File: src/verilog/swl_defines.svh
// Timing and size constants for the duty-cycle single-wire link
`ifndef SWL_DEFINES_SVH
`define SWL_DEFINES_SVH

// Clock period in ns (10 MHz)
`define SWL_CLK_NS 100
// Bit period in us, and in clock cycles
`define SWL_BIT_US 1000
`define SWL_BIT_CYC ((`SWL_BIT_US * 1000) / `SWL_CLK_NS)
// Sampling delay after a rising edge, in us and cycles
`define SWL_HALF_US 500
`define SWL_HALF_CYC ((`SWL_HALF_US * 1000) / `SWL_CLK_NS)
// Short high time: at most one fifth of the period (rounds down)
`define SWL_SHORT_CYC (`SWL_BIT_CYC / 5)
// Long high time: at least four fifths of the period (rounds up)
`define SWL_LONG_CYC ((`SWL_BIT_CYC * 4 + 4) / 5)
// Packet length in bits and pattern store depth
`define SWL_PACKET_BITS 8
`define SWL_STORE_BITS 16
// Word sizes of the two receivers
`define SWL_WORD_BITS 8
`define SWL_LINE_STAGES 16
// Reset values
`define SWL_PATTERN_RST 16'h00a5
// Default tap positions of the delay-line side outputs
`define SWL_TAP_A_RST 4'h7
`define SWL_TAP_B_RST 4'h0

`endif

File: src/verilog/swl_pkg.sv
// Types shared by both ends of the single-wire link
package swl_pkg;
    // Receiver flavour
    typedef enum logic [1:0] {
        RX_SHIFT = 2'b01,
        RX_LINE = 2'b10
    } rx_kind_t;
    // Transmitter states
    typedef enum logic [2:0] {
        TX_IDLE = 3'b001,
        TX_BIT = 3'b010,
        TX_DONE = 3'b100
    } tx_state_t;
endpackage

File: src/verilog/swl_if.sv
// Single-wire link between transmitting end and receiving end
`timescale 1ns/1ns
interface swl_if;
    logic line;
    modport tx_end (output line);
    modport rx_end (input line);
endinterface

File: src/verilog/swl_delay_line.sv
// Sixteen-stage serial delay line with three outputs
`timescale 1ns/1ns
`include "swl_defines.svh"
module swl_delay_line #(
    parameter int STAGES = `SWL_LINE_STAGES
) (
    // Clock and reset
    input wire logic clk,
    input wire logic rst,
    // Shift strobe and data
    input wire logic shift,
    input wire logic din,
    // Tap selects
    input wire logic [3:0] tap_a_sel,
    input wire logic [3:0] tap_b_sel,
    // Outputs
    output logic last_out,
    output logic tap_a_out,
    output logic tap_b_out
);
    logic [STAGES-1:0] stage_reg;

    // Serial shift only, no parallel view
    always_ff @(posedge clk or posedge rst)
    begin
        if (rst)
            stage_reg <= '0;
        else if (shift)
            stage_reg <= {stage_reg[STAGES-2:0], din};
    end

    // Final stage and two selectable stages
    always_comb
    begin
        last_out = stage_reg[STAGES-1];
        tap_a_out = stage_reg[tap_a_sel];
        tap_b_out = stage_reg[tap_b_sel];
    end
endmodule

File: src/verilog/swl_rx.sv
// Receiving end: shift-register and delay-line receivers
`timescale 1ns/1ns
`include "swl_defines.svh"
module swl_rx #(
    parameter int HALF_CYC = `SWL_HALF_CYC,
    parameter int WORD_BITS = `SWL_WORD_BITS,
    parameter int STAGES = `SWL_LINE_STAGES
) (
    // Clock and reset
    input wire logic CLK,
    input wire logic RST,
    // Counter clear pin
    input wire logic CLEAR_PIN,
    // Link
    swl_if.rx_end LINK,
    // Shift-register receiver
    output logic [7:0] WORD,
    output logic WORD_READY,
    // Delay-line receiver
    input wire logic UNLOAD_CLK,
    input wire logic [3:0] TAP_A_SEL,
    input wire logic [3:0] TAP_B_SEL,
    output logic LINE_OUT,
    output logic TAP_A_OUT,
    output logic TAP_B_OUT,
    output logic LINE_READY
);
    import swl_pkg::*;

    logic line_meta;
    logic line_sync;
    logic line_prev;
    logic unl_meta;
    logic unl_sync;
    logic unl_prev;
    logic clr_meta;
    logic clr_sync;
    logic [15:0] half_period_sample_delay;
    logic delay_run;
    logic sample;
    logic [WORD_BITS-1:0] shift_reg;
    logic [3:0] ripple_count;
    logic [4:0] line_count;
    logic unload;
    logic last_w;
    logic tap_a_w;
    logic tap_b_w;

    // Counter wrap check used by both counters
    function automatic logic at_count(input logic [4:0] c, input int n);
        at_count = (c == 5'(n - 1));
    endfunction

    // Two flops on the line, unload and clear inputs; the tap selects are not synchronised
    always_ff @(posedge CLK or posedge RST)
    begin
        if (RST)
        begin
            line_meta <= 1'b0;
            line_sync <= 1'b0;
            line_prev <= 1'b0;
            unl_meta <= 1'b0;
            unl_sync <= 1'b0;
            unl_prev <= 1'b0;
            clr_meta <= 1'b0;
            clr_sync <= 1'b0;
        end
        else
        begin
            line_meta <= LINK.line;
            line_sync <= line_meta;
            line_prev <= line_sync;
            unl_meta <= UNLOAD_CLK;
            unl_sync <= unl_meta;
            unl_prev <= unl_sync;
            clr_meta <= CLEAR_PIN;
            clr_sync <= clr_meta;
        end
    end

    always_ff @(posedge CLK or posedge RST)
    begin
        if (RST)
        begin
            delay_run <= 1'b0;
            half_period_sample_delay <= '0;
        end
        else if (line_sync && !line_prev)
        begin
            delay_run <= 1'b1;
            half_period_sample_delay <= '0;
        end
        else if (delay_run)
        begin
            if (half_period_sample_delay == 16'(HALF_CYC - 1))
                delay_run <= 1'b0;
            half_period_sample_delay <= half_period_sample_delay + 16'h0001;
        end
    end

    // Sample strobe and unload strobe
    always_comb
    begin
        sample = delay_run &&
            (half_period_sample_delay == 16'(HALF_CYC - 1));
        unload = unl_sync && !unl_prev;
    end

    always_ff @(posedge CLK or posedge RST)
    begin
        if (RST)
            shift_reg <= '0;
        else if (sample)
            shift_reg <= {line_sync, shift_reg[WORD_BITS-1:1]};
    end

    always_ff @(posedge CLK or posedge RST)
    begin
        if (RST)
        begin
            ripple_count <= '0;
            WORD_READY <= 1'b0;
        end
        else if (clr_sync)
        begin
            ripple_count <= '0;
            WORD_READY <= 1'b0;
        end
        else
        begin
            WORD_READY <= 1'b0;
            if (sample)
            begin
                if (at_count({1'b0, ripple_count}, WORD_BITS))
                begin
                    ripple_count <= '0;
                    WORD_READY <= 1'b1;
                end
                else
                    ripple_count <= ripple_count + 4'h1;
            end
        end
    end

    always_ff @(posedge CLK or posedge RST)
    begin
        if (RST)
            WORD <= '0;
        else if (sample && at_count({1'b0, ripple_count}, WORD_BITS))
            WORD <= {line_sync, shift_reg[WORD_BITS-1:1]};
    end

    swl_delay_line #(
        .STAGES(STAGES)
    ) u_line (
        .clk(CLK),
        .rst(RST),
        .shift(sample || unload),
        .din(sample ? line_sync : 1'b0),
        .tap_a_sel(TAP_A_SEL),
        .tap_b_sel(TAP_B_SEL),
        .last_out(last_w),
        .tap_a_out(tap_a_w),
        .tap_b_out(tap_b_w)
    );

    always_ff @(posedge CLK or posedge RST)
    begin
        if (RST)
        begin
            line_count <= '0;
            LINE_READY <= 1'b0;
        end
        else if (clr_sync)
        begin
            line_count <= '0;
            LINE_READY <= 1'b0;
        end
        else if (sample)
        begin
            if (at_count(line_count, STAGES))
            begin
                line_count <= '0;
                LINE_READY <= 1'b1;
            end
            else
            begin
                line_count <= line_count + 5'h01;
                LINE_READY <= 1'b0;
            end
        end
    end

    always_ff @(posedge CLK or posedge RST)
    begin
        if (RST)
        begin
            LINE_OUT <= 1'b0;
            TAP_A_OUT <= 1'b0;
            TAP_B_OUT <= 1'b0;
        end
        else
        begin
            LINE_OUT <= last_w;
            TAP_A_OUT <= tap_a_w;
            TAP_B_OUT <= tap_b_w;
        end
    end
endmodule

File: src/flat_wrapper.sv
// flat-port wrapper written by rule: the top's interface ports become plain ports
module swl_rx_flat import swl_pkg::*;
#(
    parameter int HALF_CYC = `SWL_HALF_CYC,
    parameter int WORD_BITS = `SWL_WORD_BITS,
    parameter int STAGES = `SWL_LINE_STAGES
)
  (CLK, RST, CLEAR_PIN, WORD, WORD_READY, UNLOAD_CLK, TAP_A_SEL, TAP_B_SEL, LINE_OUT, TAP_A_OUT, TAP_B_OUT, LINE_READY, LINK_line);
  swl_if LINK_i ();
  input wire logic CLK;
  input wire logic RST;
  input wire logic CLEAR_PIN;
  output logic [7:0] WORD;
  output logic WORD_READY;
  input wire logic UNLOAD_CLK;
  input wire logic [3:0] TAP_A_SEL;
  input wire logic [3:0] TAP_B_SEL;
  output logic LINE_OUT;
  output logic TAP_A_OUT;
  output logic TAP_B_OUT;
  output logic LINE_READY;
  input wire logic [$bits(LINK_i.line)-1:0] LINK_line;
  assign LINK_i.line = LINK_line;
  swl_rx #(.HALF_CYC(HALF_CYC), .WORD_BITS(WORD_BITS), .STAGES(STAGES)) u_core (.CLK(CLK), .RST(RST), .CLEAR_PIN(CLEAR_PIN), .LINK(LINK_i), .WORD(WORD), .WORD_READY(WORD_READY), .UNLOAD_CLK(UNLOAD_CLK), .TAP_A_SEL(TAP_A_SEL), .TAP_B_SEL(TAP_B_SEL), .LINE_OUT(LINE_OUT), .TAP_A_OUT(TAP_A_OUT), .TAP_B_OUT(TAP_B_OUT), .LINE_READY(LINE_READY));
endmodule
File: config.mk
export PLATFORM = sky130hd
export DESIGN_NAME = swl_rx_flat
export DESIGN_NICKNAME = d
export VERILOG_FILES = /design/src/verilog/swl_pkg.sv /design/src/verilog/swl_if.sv /design/src/verilog/swl_delay_line.sv /design/src/verilog/swl_rx.sv /design/src/flat_wrapper.sv
export VERILOG_INCLUDE_DIRS = /design/src /design/src/verilog
export SDC_FILE = /design/constraint.sdc
export NUM_CORES = 1
export LEC_CHECK = 0
export ABC_AREA = 1
export BUFFER_PORTS_ARGS = -buffer_cell sky130_fd_sc_hd__buf_2
export CORE_MARGIN = 5
export CORE_UTILIZATION = 46
export DETAILED_ROUTE_END_ITERATION = 16
export GPL_ROUTABILITY_DRIVEN = 0
export HOLD_SLACK_MARGIN = 0.1
export PLACE_DENSITY = 0.61
export SLEW_MARGIN = 5
export SYNTH_ARGS = -nofsm -noshare
export SYNTH_HDL_FRONTEND = slang
export SYNTH_SLANG_ARGS = --single-unit
File: constraint.sdc
create_clock -name CLK -period 4.2 [get_ports CLK]
set_input_delay 0.21 -clock CLK [delete_from_list [all_inputs] [get_ports CLK]]
set_output_delay 0.21 -clock CLK [all_outputs]
set_load 0.02 [all_outputs]
-- Word level (Yosys, flattened, before mapping)
Cells that the tools add are included.
- flip-flop bits (word level): 71
- logic and storage cells: 59
- add/subtract/negate cells: 3
- magnitude comparators: 2
- equality and inequality tests: 3
- mux-type cells: 22
- reductions and logical operators: 9
- operators with widths (kind ; number):
    $mux W16 ; 2
    $add A16 B1 Y16 const B ; 1
    $eq A16 B13 Y1 const B ; 1
    $mux W5 ; 3
    $mux W1 ; 12
    $mux W4 ; 3
    $lt A4 B5 Y1 const B ; 2
    $bmux W1 S4 ; 2
    $add A5 B1 Y5 const B ; 1
    $eq A5 B4 Y1 const B ; 1
    $add A4 B1 Y4 const B ; 1
    $eq A4 B3 Y1 const B ; 1
    $logic_and A1 B1 Y1 ; 4
    $reduce_bool A2 Y1 ; 2
    $logic_not A1 Y1 ; 2
    $logic_or A1 B1 Y1 ; 1

-- Logic depth before layout (Yosys ltp)
Gate-level depths: netlist (run 1).
- word-level depth: 4
- mapped depth: 10
- mapped depth without buffers: 9

-- Modules after synthesis
From an unflattened synthesis (run 1), not the netlist that was laid out.
- cells, all modules: 448
- area, all modules: 3474.6 µm²
- by module, submodules not included (module ; instances ; cells an instance ; area an instance (µm²) ; seq. area each (µm²)):
    swl_rx ; 1 ; 308 ; 2514.9 ; 1351.3
    swl_delay_line ; 1 ; 140 ; 959.7 ; 400.4

-- Worst setup path before layout (run 1)
Ideal clock, no wire load.
- path type: flip-flop to flip-flop
- from: reg u_core.half_period_sample_delay[1]
- to: reg u_core.u_line.stage_reg[10]
- arrival: 1.258 ns
- data required time: 4.083 ns
- slack: 2.824 ns
- stages on the path, launching flop included: 10
- buffers on the path: 1
- cells stage by stage: dfrtp_1 ha_1 nand2_2 nor2_1 nand2_1 inv_2 nand3_4 buf_4 nand3_1 nand2_1
- cells in the longest elaborated chain, start to end: 3
- ends and longest elaborated chain (item ; RTL line ; source):
    start, declared ; swl_rx.sv:38 ; logic [15:0] half_period_sample_delay;
    start signal, assigned ; swl_rx.sv:97 ; half_period_sample_delay <= half_period_sample_delay + 16'h0001;
    $eq A16 B13 Y1 ; swl_rx.sv:105 ; (half_period_sample_delay == 16'(HALF_CYC - 1));
    $logic_and A1 B1 Y1 ; swl_rx.sv:104 ; sample = delay_run &&
    $logic_or A1 B1 Y1 ; swl_rx.sv:158 ; .shift(sample || unload),
    end signal, assigned ; swl_delay_line.sv:29 ; stage_reg <= {stage_reg[STAGES-2:0], din};
    end, declared ; swl_delay_line.sv:21 ; logic [STAGES-1:0] stage_reg;
Every way passes these cells.
A chain may end at the register's enable or synchronous reset.

-- Worst setup path after layout (run 1)
- from: reg u_core.delay_run
- to: reg u_core.half_period_sample_delay[15]
- cells in the longest elaborated chain, start to end: 1
- ends and longest elaborated chain (item ; RTL line ; source):
    start, declared ; swl_rx.sv:39 ; logic delay_run;
    start signal, assigned ; swl_rx.sv:85 ; delay_run <= 1'b0;
    start signal, assigned ; swl_rx.sv:90 ; delay_run <= 1'b1;
    start signal, assigned ; swl_rx.sv:96 ; delay_run <= 1'b0;
    $reduce_bool A2 Y1 (no source line) ; - ;
Every way passes these cells.

==> results of run 1 <==
metrics by stage:
step	hold slack, ns	power [mW]	area, um^2
CTS	0.1075	1.617	3981
detailed placement	0.3198	0.8361	3649
global placement	0.3179	0.8352	3649
finish	0.06831	1.593	3981
global route	0.1481	1.666	3981
floorplan	0.2414	0.8074	3466
worst max-delay path: stages (launching register included):
cell	delay (ns)
dfrtp_1	1.01
inv_1	0.37
nor2_1	0.18
nand2_1	0.06
nor2_1	0.20
nand3_1	0.11
nand2_1	0.07
nor2_1	0.04
area by class of cell:
| cell class | count | share of cell area |
|---|---|---|
| clock buffer | 9 | 0.03111 |
| tap | 99 | 0.03111 |
| inverter | 39 | 0.03803 |
| timing repair buffer | 31 | 0.04588 |
| clock inverter | 6 | 0.03991 |
| multi-input combinational | 314 | 0.3740 |
| sequential | 70 | 0.4400 |
final timing paths:
path / from / to
worst max-delay path: u_core.delay_run / u_core.half_period_sample_delay[15]
worst min-delay path: RST / u_core.LINE_OUT
worst max register to register: u_core.delay_run / u_core.half_period_sample_delay[15]
worst min register to register: u_core.clr_meta / u_core.clr_sync
max in group asynchronous: RST / u_core.line_prev
min in group CLK: TAP_B_SEL[2] / u_core.TAP_B_OUT
Yosys cell counts, types with 2 or more instances:
library cell / number
o211ai_1: 8
nand2_2: 4
o21ai_0: 16
nand2_4: 2
dfrtp_1: 70
buf_4: 3
nand4_1: 22
nor3_1: 5
inv_1: 34
buf_1: 2
nor2_1: 48
nand3b_1: 2
nor2_4: 3
nand3_1: 46
buf_2: 2
clkbuf_1: 6
a21oi_1: 21
or2_2: 2
inv_2: 3
nand2_1: 128
ha_1: 3
placed cells by master, fill, tap and decap left out:
master / count
nor3_1: 5
o21a_1: 1
nand2_2: 4
nand4_1: 22
nand3_2: 1
clkinv_4: 2
bufinv_16: 5
a21oi_1: 21
clkinv_1: 1
o21ai_0: 16
nor2_1: 48
ha_1: 3
dfrtp_1: 70
nand3b_1: 2
inv_2: 4
inv_1: 33
nand2_1: 128
clkbuf_8: 9
nand2_4: 2
nand3_1: 46
buf_4: 1
dlygate4sd3_1: 5
or2_2: 2
nand3_4: 1
nor2_4: 3
xor2_1: 1
o211ai_1: 8
buf_2: 25
power groups by stage:
stage	sequential, mW	combinational (mW)	clock (mW)
3_5_place_dp	0.731	0.106	0
2_1_floorplan	0.729	0.0789	0
5_1_grt	0.721	0.126	0.819
3_3_place_gp	0.730	0.105	0
6_report	0.717	0.108	0.768
4_1_cts	0.717	0.109	0.791
what timing repair did:
item / 4_1_cts / 5_1_grt
resized for setup: 0 / 0
hold buffers: 5 / 0
hold endpoints to repair: 5 / 0
buffers inserted: 0 / 0
cell families after synthesis:
logic type / count (synthesis) / synth area share
simple gates: 264 / 0.3433
buf+inv: 53 / 0.06498
flops: 70 / 0.5054
compound gates: 46 / 0.07293
fa+ha+maj: 3 / 0.01083
xor+xnor: 1 / 0.002528
metal layers:
metal  vias up  track usage  part of all wire
met3         9      0.04101             0.023
met5         -            0                 0
met1      1395       0.2286              0.49
met4         0      0.05292             0.012
li1       1486            -                 -
met2        24       0.2590              0.47
==> impl_metrics.env, run 1 <==
export IMPL_fin_util=0.5460
export IMPL_clock_latency_ns=0.34
export IMPL_netlist_top_cells_area="dfrtp_1 51%, nand2_1 14%, nand3_1 6.6%"
export IMPL_rrSetupSlack_ns=2.04
export IMPL_vias=2914
export IMPL_num_nets_final=481
export IMPL_htreeDepth=3
export IMPL_grt_start_max_net_pins=47
export IMPL_antennaDiodeCount=0
export IMPL_fmax_mhz=462.7
export IMPL_path_max_fanout=27
export IMPL_crit_type="flip-flop to flip-flop"
export IMPL_slew_viol_final=0
export IMPL_start_kind="flip-flop"
export IMPL_grt_first_pass_wirelength_um=13120
export IMPL_io_buffers=25
export IMPL_endpoint_kind="flip-flop"
export IMPL_switching_share=0.2174
export IMPL_clockRootBuffer="clkbuf_8"
export IMPL_r2r_cells=7
export IMPL_dr_pass1_iters=4
export IMPL_fin_ws_ns=2.039
export IMPL_synthFlopType="dfrtp_1"
export IMPL_synth_warnings=0
export IMPL_clkSinkCount=70
export IMPL_grt_usage=0.1666
export IMPL_grt_pass1_vias=2808
export IMPL_hold_viol=0
export IMPL_combinationalPowerShare=0.068
export IMPL_avgSynthCellArea_um2=7.931
export IMPL_relSlewSlack=0.3234
export IMPL_multi_input_area_um2=1489
export IMPL_async_reset_ff_frac=1.000
export IMPL_synth_distinct_cells=28
export IMPL_vias_per_cell=5.130
export IMPL_power_density_nw_per_um2=400.1
export IMPL_cts_tree="done"
export IMPL_pwr_share_seq=0.450
export IMPL_worstMarginPinSlew_ns=1.015
export IMPL_cts_made_buffers=9
export IMPL_synth_edff_count=0
export IMPL_ant_nets=0
export IMPL_ff_latch_area_um2=1752
export IMPL_hold_path_class="input pin to async pin"
export IMPL_post_place_ws_ns=2.142
export IMPL_p_clk_frac=0.482
export IMPL_p_switching_uw=346.3
export IMPL_synth_area_um2=3466
export IMPL_antenna_found_initial=0
export IMPL_yosysTopAreaCell="dfrtp_1"
export IMPL_dr_first_iter_drc_count=201
export IMPL_yosysTopAreaCellShare=0.5054
export IMPL_ir_worst_vdd_mv=0.2194
export IMPL_dp_hpwl_um=5001
export IMPL_die_y_um=96.80
export IMPL_detail_route_wl_per_cell_um=12.72
export IMPL_fillers=738
export IMPL_grt_overflow_total=0
export IMPL_rsz0062_at_grt="no"
export IMPL_clk_pin_slew_ns=0.08
export IMPL_initial_utilization=0.4753
export IMPL_p_leak_nw=2.024
export IMPL_wirelength_um=7224
export IMPL_post_route_drc_count=0
export IMPL_cap_viol_max_count=0
export IMPL_fp_dieW_um=96.80
export IMPL_seq_area_frac_synth=0.5054
export IMPL_drive_gt1_frac=0.1258
export IMPL_ios=26
export IMPL_dp_cells=548
export IMPL_worstPathRequired_ns=4.43
export IMPL_fin_crit_ns=2.161
export IMPL_rows=31
export IMPL_die_area_um2=9370
export IMPL_period_share=0.5145
export IMPL_postSynthCellCount=437
export IMPL_fin_worst_skew_ns=0.006701
export IMPL_status="finished clean"
export IMPL_cp_arrival_ns=2.39
export IMPL_syn_nets=453
export IMPL_fin_tns_setup_ns=0
export IMPL_core_area_um2=7292
export IMPL_cts_buffer_depth=2
export IMPL_synth_seq_cells=70
export IMPL_finalSetupViolCount=0
export IMPL_p_int_mw=1.247
export IMPL_instances_no_fill=568
export IMPL_area_delta_synth_final_pct=14.87
Power figures use the tool's default switching activity.
==> run 2: changes to the inputs <==
--- a/config.mk
+++ b/config.mk
@@ -6,7 +6,7 @@
 export SDC_FILE = /design/constraint.sdc
 export NUM_CORES = 1
 export LEC_CHECK = 0
-export ABC_AREA = 1
+export ABC_AREA = 0
 export BUFFER_PORTS_ARGS = -buffer_cell sky130_fd_sc_hd__buf_2
 export CORE_MARGIN = 5
 export CORE_UTILIZATION = 46
==> constraint.sdc (replaced) <==
create_clock -name CLK -period 2.1 [get_ports CLK]
set_input_delay 0.105 -clock CLK [delete_from_list [all_inputs] [get_ports CLK]]
set_output_delay 0.105 -clock CLK [all_outputs]
set_load 0.02 [all_outputs]
==> run 2 against run 1 <==
- the run now ends with setup timing left
- core utilization is 3.6 points higher
- non-clock buffer count grew 24
- via count is 33% lower
- critical path depth shrank 3
- sequential power grew 98%
- design area shrank 6.1%
- die area is 11% lower
- global-route usage down 2.2 points
- routed wire length shrank 25%
- clock skew is 0.0017 ns higher
- critical path type unchanged
- largest power group is now sequential cells
==> impl_metrics.env, run 2 <==
export IMPL_dp_hpwl_um=3676
export IMPL_die_area_um2=8370
export IMPL_synth_warnings=0
export IMPL_period_share=1.033
export IMPL_drive_gt1_frac=0.3788
export IMPL_relSlewSlack=0.6568
export IMPL_grt_usage=0.1446
export IMPL_finalSetupViolCount=1
export IMPL_hold_path_class="input pin to async pin"
export IMPL_syn_nets=245
export IMPL_post_place_ws_ns=-0.1070
export IMPL_fp_dieW_um=91.49
export IMPL_cts_tree="done"
export IMPL_yosysTopAreaCellShare=0.5735
export IMPL_violations="setup timing"
export IMPL_final_cell_mix="70 x dfrtp_1, 29 x mux2_2, 25 x buf_2"
export IMPL_dr_first_iter_drc_count=93
export IMPL_wirelength_um=5384
export IMPL_post_route_drc_count=0
export IMPL_synth_seq_cells=70
export IMPL_p_switching_uw=653.3
export IMPL_ir_worst_vdd_mv=0.4338
export IMPL_status="finished, violations left"
export IMPL_grt_pass1_vias=2054
export IMPL_ff_latch_area_um2=1752
export IMPL_endpoint_kind="flip-flop"
export IMPL_vias=1956
export IMPL_die_y_um=91.49
export IMPL_fin_area_um2=3737
export IMPL_p_int_mw=2.091
export IMPL_rows=29
export IMPL_htreeDepth=3
export IMPL_crit_type="flip-flop to flip-flop"
export IMPL_synth_edff_count=0
export IMPL_dr_pass1_iters=4
export IMPL_start_kind="flip-flop"
export IMPL_switching_share=0.2381
export IMPL_core_area_um2=6422
export IMPL_clk_pin_slew_ns=0.08
export IMPL_p_leak_nw=1.775
export IMPL_routed_top_layer="met4"
export IMPL_power_total_mw=2.744
export IMPL_clockRootBuffer="clkbuf_8"
export IMPL_antenna_found_initial=0
export IMPL_slew_viol_final=0
export IMPL_pwr_share_seq=0.518
export IMPL_hold_viol=0
export IMPL_cp_arrival_ns=2.43
export IMPL_fmax_mhz=461.0
export IMPL_multi_input_area_um2=1269
export IMPL_wl_met3_um=145
export IMPL_initial_utilization=0.4756
export IMPL_vias_per_cell=5.286
export IMPL_cts_buffer_depth=2
export IMPL_cts_made_buffers=9
export IMPL_fin_crit_ns=2.169
export IMPL_grt_start_max_net_pins=61
export IMPL_synth_distinct_cells=34
export IMPL_fin_worst_skew_ns=0.008379
export IMPL_io_buffers=25
export IMPL_placed_area_um2=3420
export IMPL_ios=26
export IMPL_postSynthCellCount=229
export IMPL_clkSinkCount=70
export IMPL_combinationalPowerShare=0.074
export IMPL_synthFlopType="dfrtp_1"
export IMPL_avgSynthCellArea_um2=13.34
export IMPL_ant_nets=0
export IMPL_detail_route_wl_per_cell_um=14.55
export IMPL_yosysTopAreaCell="dfrtp_1"
export IMPL_worstMarginPinSlew_ns=0.5137
export IMPL_num_nets_final=304
export IMPL_synth_area_um2=3054
export IMPL_fin_tns_setup_ns=-0.06936
export IMPL_cap_viol_max_count=0
export IMPL_grt_first_pass_wirelength_um=9660
export IMPL_layout_commonest_cell="dfrtp_1"
export IMPL_fillers=520
export IMPL_async_reset_ff_frac=1.000
export IMPL_area_delta_synth_final_pct=22.37
export IMPL_grt_overflow_total=0
export IMPL_yosysMostFrequentCell="dfrtp_1"
export IMPL_clock_latency_ns=0.34
export IMPL_p_clk_frac=0.408
export IMPL_rsz0062_at_grt="yes"
export IMPL_fin_ws_ns=-0.06936
export IMPL_yosys_top_cells_count="70 x dfrtp_1, 29 x mux2_2, 20 x nor2_1"
export IMPL_seq_area_frac_synth=0.5735
export IMPL_route_met2_wl_um=2509
export IMPL_path_max_fanout=6
export IMPL_worstPathRequired_ns=2.37
export IMPL_power_density_nw_per_um2=734.2
export IMPL_netlist_top_cells_area="dfrtp_1 57%, mux2_2 11%, mux4_2 7.4%"
export IMPL_antennaDiodeCount=0
export IMPL_wl_met1_um=2626
-- run 2: changes by cell type in the layout (fill, tap and decap cells not counted), moves of 14 or more --
cell	delta
a21oi_1	-14
buf_4	+19
inv_1	-27
mux2_2	+29
nand2_1	-123
nand3_1	-39
nand4_1	-16
nor2_1	-28
-- run 2: area by class of cell --
| class | instances | area share |
|---|---|---|
| Clock buffer | 11 | 0.04051 |
| Clock inverter | 5 | 0.01507 |
| Inverter | 7 | 0.007030 |
| Multi-Input combinational cell | 145 | 0.3395 |
| Sequential cell | 70 | 0.4687 |
| Tap cell | 77 | 0.02578 |
| Timing Repair Buffer | 55 | 0.1034 |
-- run 2: cell families (layout without fill, tap and decap cells) --
group | Yosys count | in the layout | share of synthesized area
AO/OA/AOI/OAI | 19 | 19 | 0.03359
XOR/XNOR | 11 | 11 | 0.03155
adder cells (fa/ha/maj) | 3 | 3 | 0.01229
buffers and inverters | 14 | 78 | 0.01843
flip-flops | 70 | 70 | 0.5735
multiplexers | 46 | 46 | 0.2040
AND/OR/NAND/NOR | 66 | 66 | 0.1266
-- run 2: path summary, 6_finish.rpt --
kind                                               startpoint                           to  slack (ns)  depth (start not counted)
max                        u_core.half_period_sample_delay[4]       u_core.ripple_count[3]       -0.07                          4
min                                                       RST  u_core.u_line.stage_reg[12]        0.23                          3
max reg2reg                u_core.half_period_sample_delay[4]       u_core.ripple_count[3]       -0.07                          4
min reg2reg                                   u_core.unl_meta              u_core.unl_sync        0.35                          0
max in group asynchronous                                 RST              u_core.clr_sync        1.30                          4
min in group CLK                              u_core.unl_meta              u_core.unl_sync        0.35                          0
-- run 2: power by group through the flow --
| stage | Clock, mW | Combinational, mW | Sequential, mW |
|---|---|---|---|
| after CTS | 1.16 | 0.207 | 1.42 |
| after detailed placement | 0 | 0.197 | 1.45 |
| after floorplan | 0 | 0.112 | 1.44 |
| after global routing | 1.21 | 0.230 | 1.43 |
| final | 1.12 | 0.203 | 1.42 |
| after global placement | 0 | 0.194 | 1.44 |
-- run 2: timing repair --
item	in CTS	in global routing
endpoints found under the hold margin	75	0
pin swaps	2	1
cloned	0	0
setup endpoints to repair	11	39
setup buffers	0	1
hold buffers	8	0
gates resized for setup	3	3
-- run 2: worst max-delay path, stage by stage (launching register included) --
cell and delay [ns]:
dfrtp_1 0.39, or4b_4 0.58, or4_4 0.59, or4_4 0.43
a21oi_2 0.12
-- run 2: metrics by stage --
step | util | hold slack, ns | std cells
after floorplan | - | 0.1364 | 229
after global placement | 0.5324 | 0.04605 | 345
after detailed placement | 0.5324 | 0.04691 | 345
after CTS | 0.5796 | 0.2166 | 369
after global routing | 0.5819 | 0.2509 | 370
final | 0.5819 | 0.2300 | 370
-- run 2: per-layer routing --
metal / up-vias / global-route usage
met5: - / 0
met4: 0 / 0.07161
met1: 951 / 0.1960
met2: 29 / 0.2203
li1: 965 / -
met3: 11 / 0.03140
==> run 3: changes to the inputs <==
--- a/config.mk
+++ b/config.mk
@@ -14,6 +14,7 @@
 export GPL_ROUTABILITY_DRIVEN = 0
 export HOLD_SLACK_MARGIN = 0.1
 export PLACE_DENSITY = 0.61
+export RECOVER_POWER = 100
 export SLEW_MARGIN = 5
 export SYNTH_ARGS = -nofsm -noshare
 export SYNTH_HDL_FRONTEND = slang
==> run 3 against run 2 <==
- the flow still finishes with violations (setup timing)
- cell count unchanged
- sequential power hardly changed
- first-iteration DRC count grew 2.2%
- via count increased by 0.46%
- largest power group unchanged
- register-to-register slack barely moved
- global-route usage unchanged
- critical path depth is the same
- non-clock buffer count stayed put
- sequential cell count is the same
- clock power about the same
==> impl_metrics.env, run 3 (synthesis gave the netlist of run 2 again) <==
export IMPL_status="finished, violations left"
export IMPL_cts_tree="done"
export IMPL_initial_utilization=0.4756
export IMPL_grt_pass1_vias=2054
export IMPL_dr_pass1_iters=4
export IMPL_period_share=1.034
export IMPL_fin_tns_setup_ns=-0.07151
export IMPL_power_total_mw=2.730
export IMPL_cap_viol_max_count=0
export IMPL_dp_hpwl_um=3676
export IMPL_fin_worst_skew_ns=0.007619
export IMPL_path_max_fanout=6
export IMPL_area_delta_synth_final_pct=20.73
export IMPL_io_buffers=25
export IMPL_fmax_mhz=460.5
export IMPL_hold_path_class="input pin to async pin"
export IMPL_cts_made_buffers=9
export IMPL_fin_ws_ns=-0.07151
export IMPL_crit_type="flip-flop to flip-flop"
export IMPL_ios=26
export IMPL_start_kind="flip-flop"
export IMPL_rsz0062_at_grt="yes"
export IMPL_worstSetupStartpoint="u_core.half_period_sample_delay[4]"
export IMPL_dr_first_iter_drc_count=95
export IMPL_die_y_um=91.49
export IMPL_rows=29
export IMPL_rrSetupSlack_ns=-0.07
export IMPL_endpoint_kind="flip-flop"
export IMPL_clkSinkCount=70
export IMPL_clockRootBuffer="clkbuf_8"
export IMPL_grt_start_max_net_pins=61
export IMPL_final_cell_mix="70 x dfrtp_1, 29 x mux2_2, 20 x nor2_1"
export IMPL_clk_pin_slew_ns=0.08
export IMPL_fin_crit_ns=2.172
export IMPL_clock_latency_ns=0.34
export IMPL_grt_first_pass_wirelength_um=9660
export IMPL_core_area_um2=6422
export IMPL_cp_arrival_ns=2.44
export IMPL_relSlewSlack=0.4742
export IMPL_slew_viol_final=0
export IMPL_vias=1965
export IMPL_finalSetupViolCount=1
export IMPL_reg2reg_from="u_core.half_period_sample_delay[4]"
export IMPL_fp_dieW_um=91.49
export IMPL_post_route_drc_count=0
export IMPL_grt_overflow_total=0
export IMPL_num_nets_final=304
export IMPL_detail_route_wl_per_cell_um=14.44
export IMPL_antenna_found_initial=0
export IMPL_htreeDepth=3
export IMPL_antennaDiodeCount=0
export IMPL_grt_usage=0.1446
export IMPL_worstPathRequired_ns=2.36
export IMPL_wirelength_um=5344
export IMPL_cts_buffer_depth=2
export IMPL_vias_per_cell=5.311
export IMPL_drive_gt1_frac=0.3174
export IMPL_power_density_nw_per_um2=740.4
export IMPL_p_leak_nw=1.698
export IMPL_hold_viol=0
export IMPL_die_area_um2=8370
export IMPL_ir_worst_vdd_mv=0.4318
export IMPL_worstMarginPinSlew_ns=0.7888
export IMPL_layout_commonest_cell="dfrtp_1"
export IMPL_ant_nets=0
export IMPL_violations="setup timing"
==> run 3: layer usage <==
metal | global-route usage | vias up | routed length (um)
met3 | 0.03140 | 12 | 217
met4 | 0.07161 | 0 | 115
li1 | - | 970 | -
met2 | 0.2203 | 35 | 2501
met5 | 0 | - | 0
met1 | 0.1960 | 948 | 2510
==> run 3: final timing paths <==
check,end,cells past startpoint
max,u_core.ripple_count[3],4
min,u_core.u_line.stage_reg[12],3
max reg2reg,u_core.ripple_count[3],4
min reg2reg,u_core.clr_sync,0
max in group asynchronous,u_core.u_line.stage_reg[4],4
min in group CLK,u_core.clr_sync,0
==> run 3: worst max-delay path, cell delays in order, from the launching register on <==
cell	delay (ns)
dfrtp_1	0.39
or4b_4	0.58
or4_4	0.59
or4_4	0.43
a21oi_2	0.12
==> run 3: what timing repair did <==
| action | in CTS | in global routing |
|---|---|---|
| hold buffers | 8 | 0 |
| hold endpoints to repair | 75 | 0 |
| gates resized for setup | 3 | 3 |
| pin swaps | 2 | 1 |
| setup endpoints to repair | 11 | 39 |
| setup buffers | 0 | 1 |
| gates cloned | 0 | 0 |
==> run 3: cell type report <==
type | instances | area, um^2
clock buffers | 11 | 151.4
clock inverters | 5 | 56.30
fillers | 530 | 2735
inverters | 7 | 26.28
multi-input cells | 145 | 1269
flip-flops and latches | 70 | 1752
well taps | 77 | 96.34
repair buffers | 55 | 336.6
==> run 3: report_power, final <==
part / internal, mW / total [mW] / switching [mW]
sequential: 1.39 / 1.42 / 0.0346
clock: 0.613 / 1.11 / 0.501
combinational: 0.0855 / 0.196 / 0.110
total: 2.08 / 2.73 / 0.645
==> run 3: metrics by stage <==
step / utilization / cell area, um^2 / hold slack (ns) / setup WS, ns / cells
after floorplan: - / 3067 / 0.1364 / -0.07131 / 229
after global placement: 0.5324 / 3420 / 0.04605 / -0.06806 / 345
after detailed placement: 0.5324 / 3420 / 0.04691 / -0.1070 / 345
after CTS: 0.5796 / 3722 / 0.2166 / -0.05249 / 369
after global routing: 0.5741 / 3687 / 0.3210 / -0.1232 / 370
final: 0.5741 / 3687 / 0.2799 / -0.07151 / 370
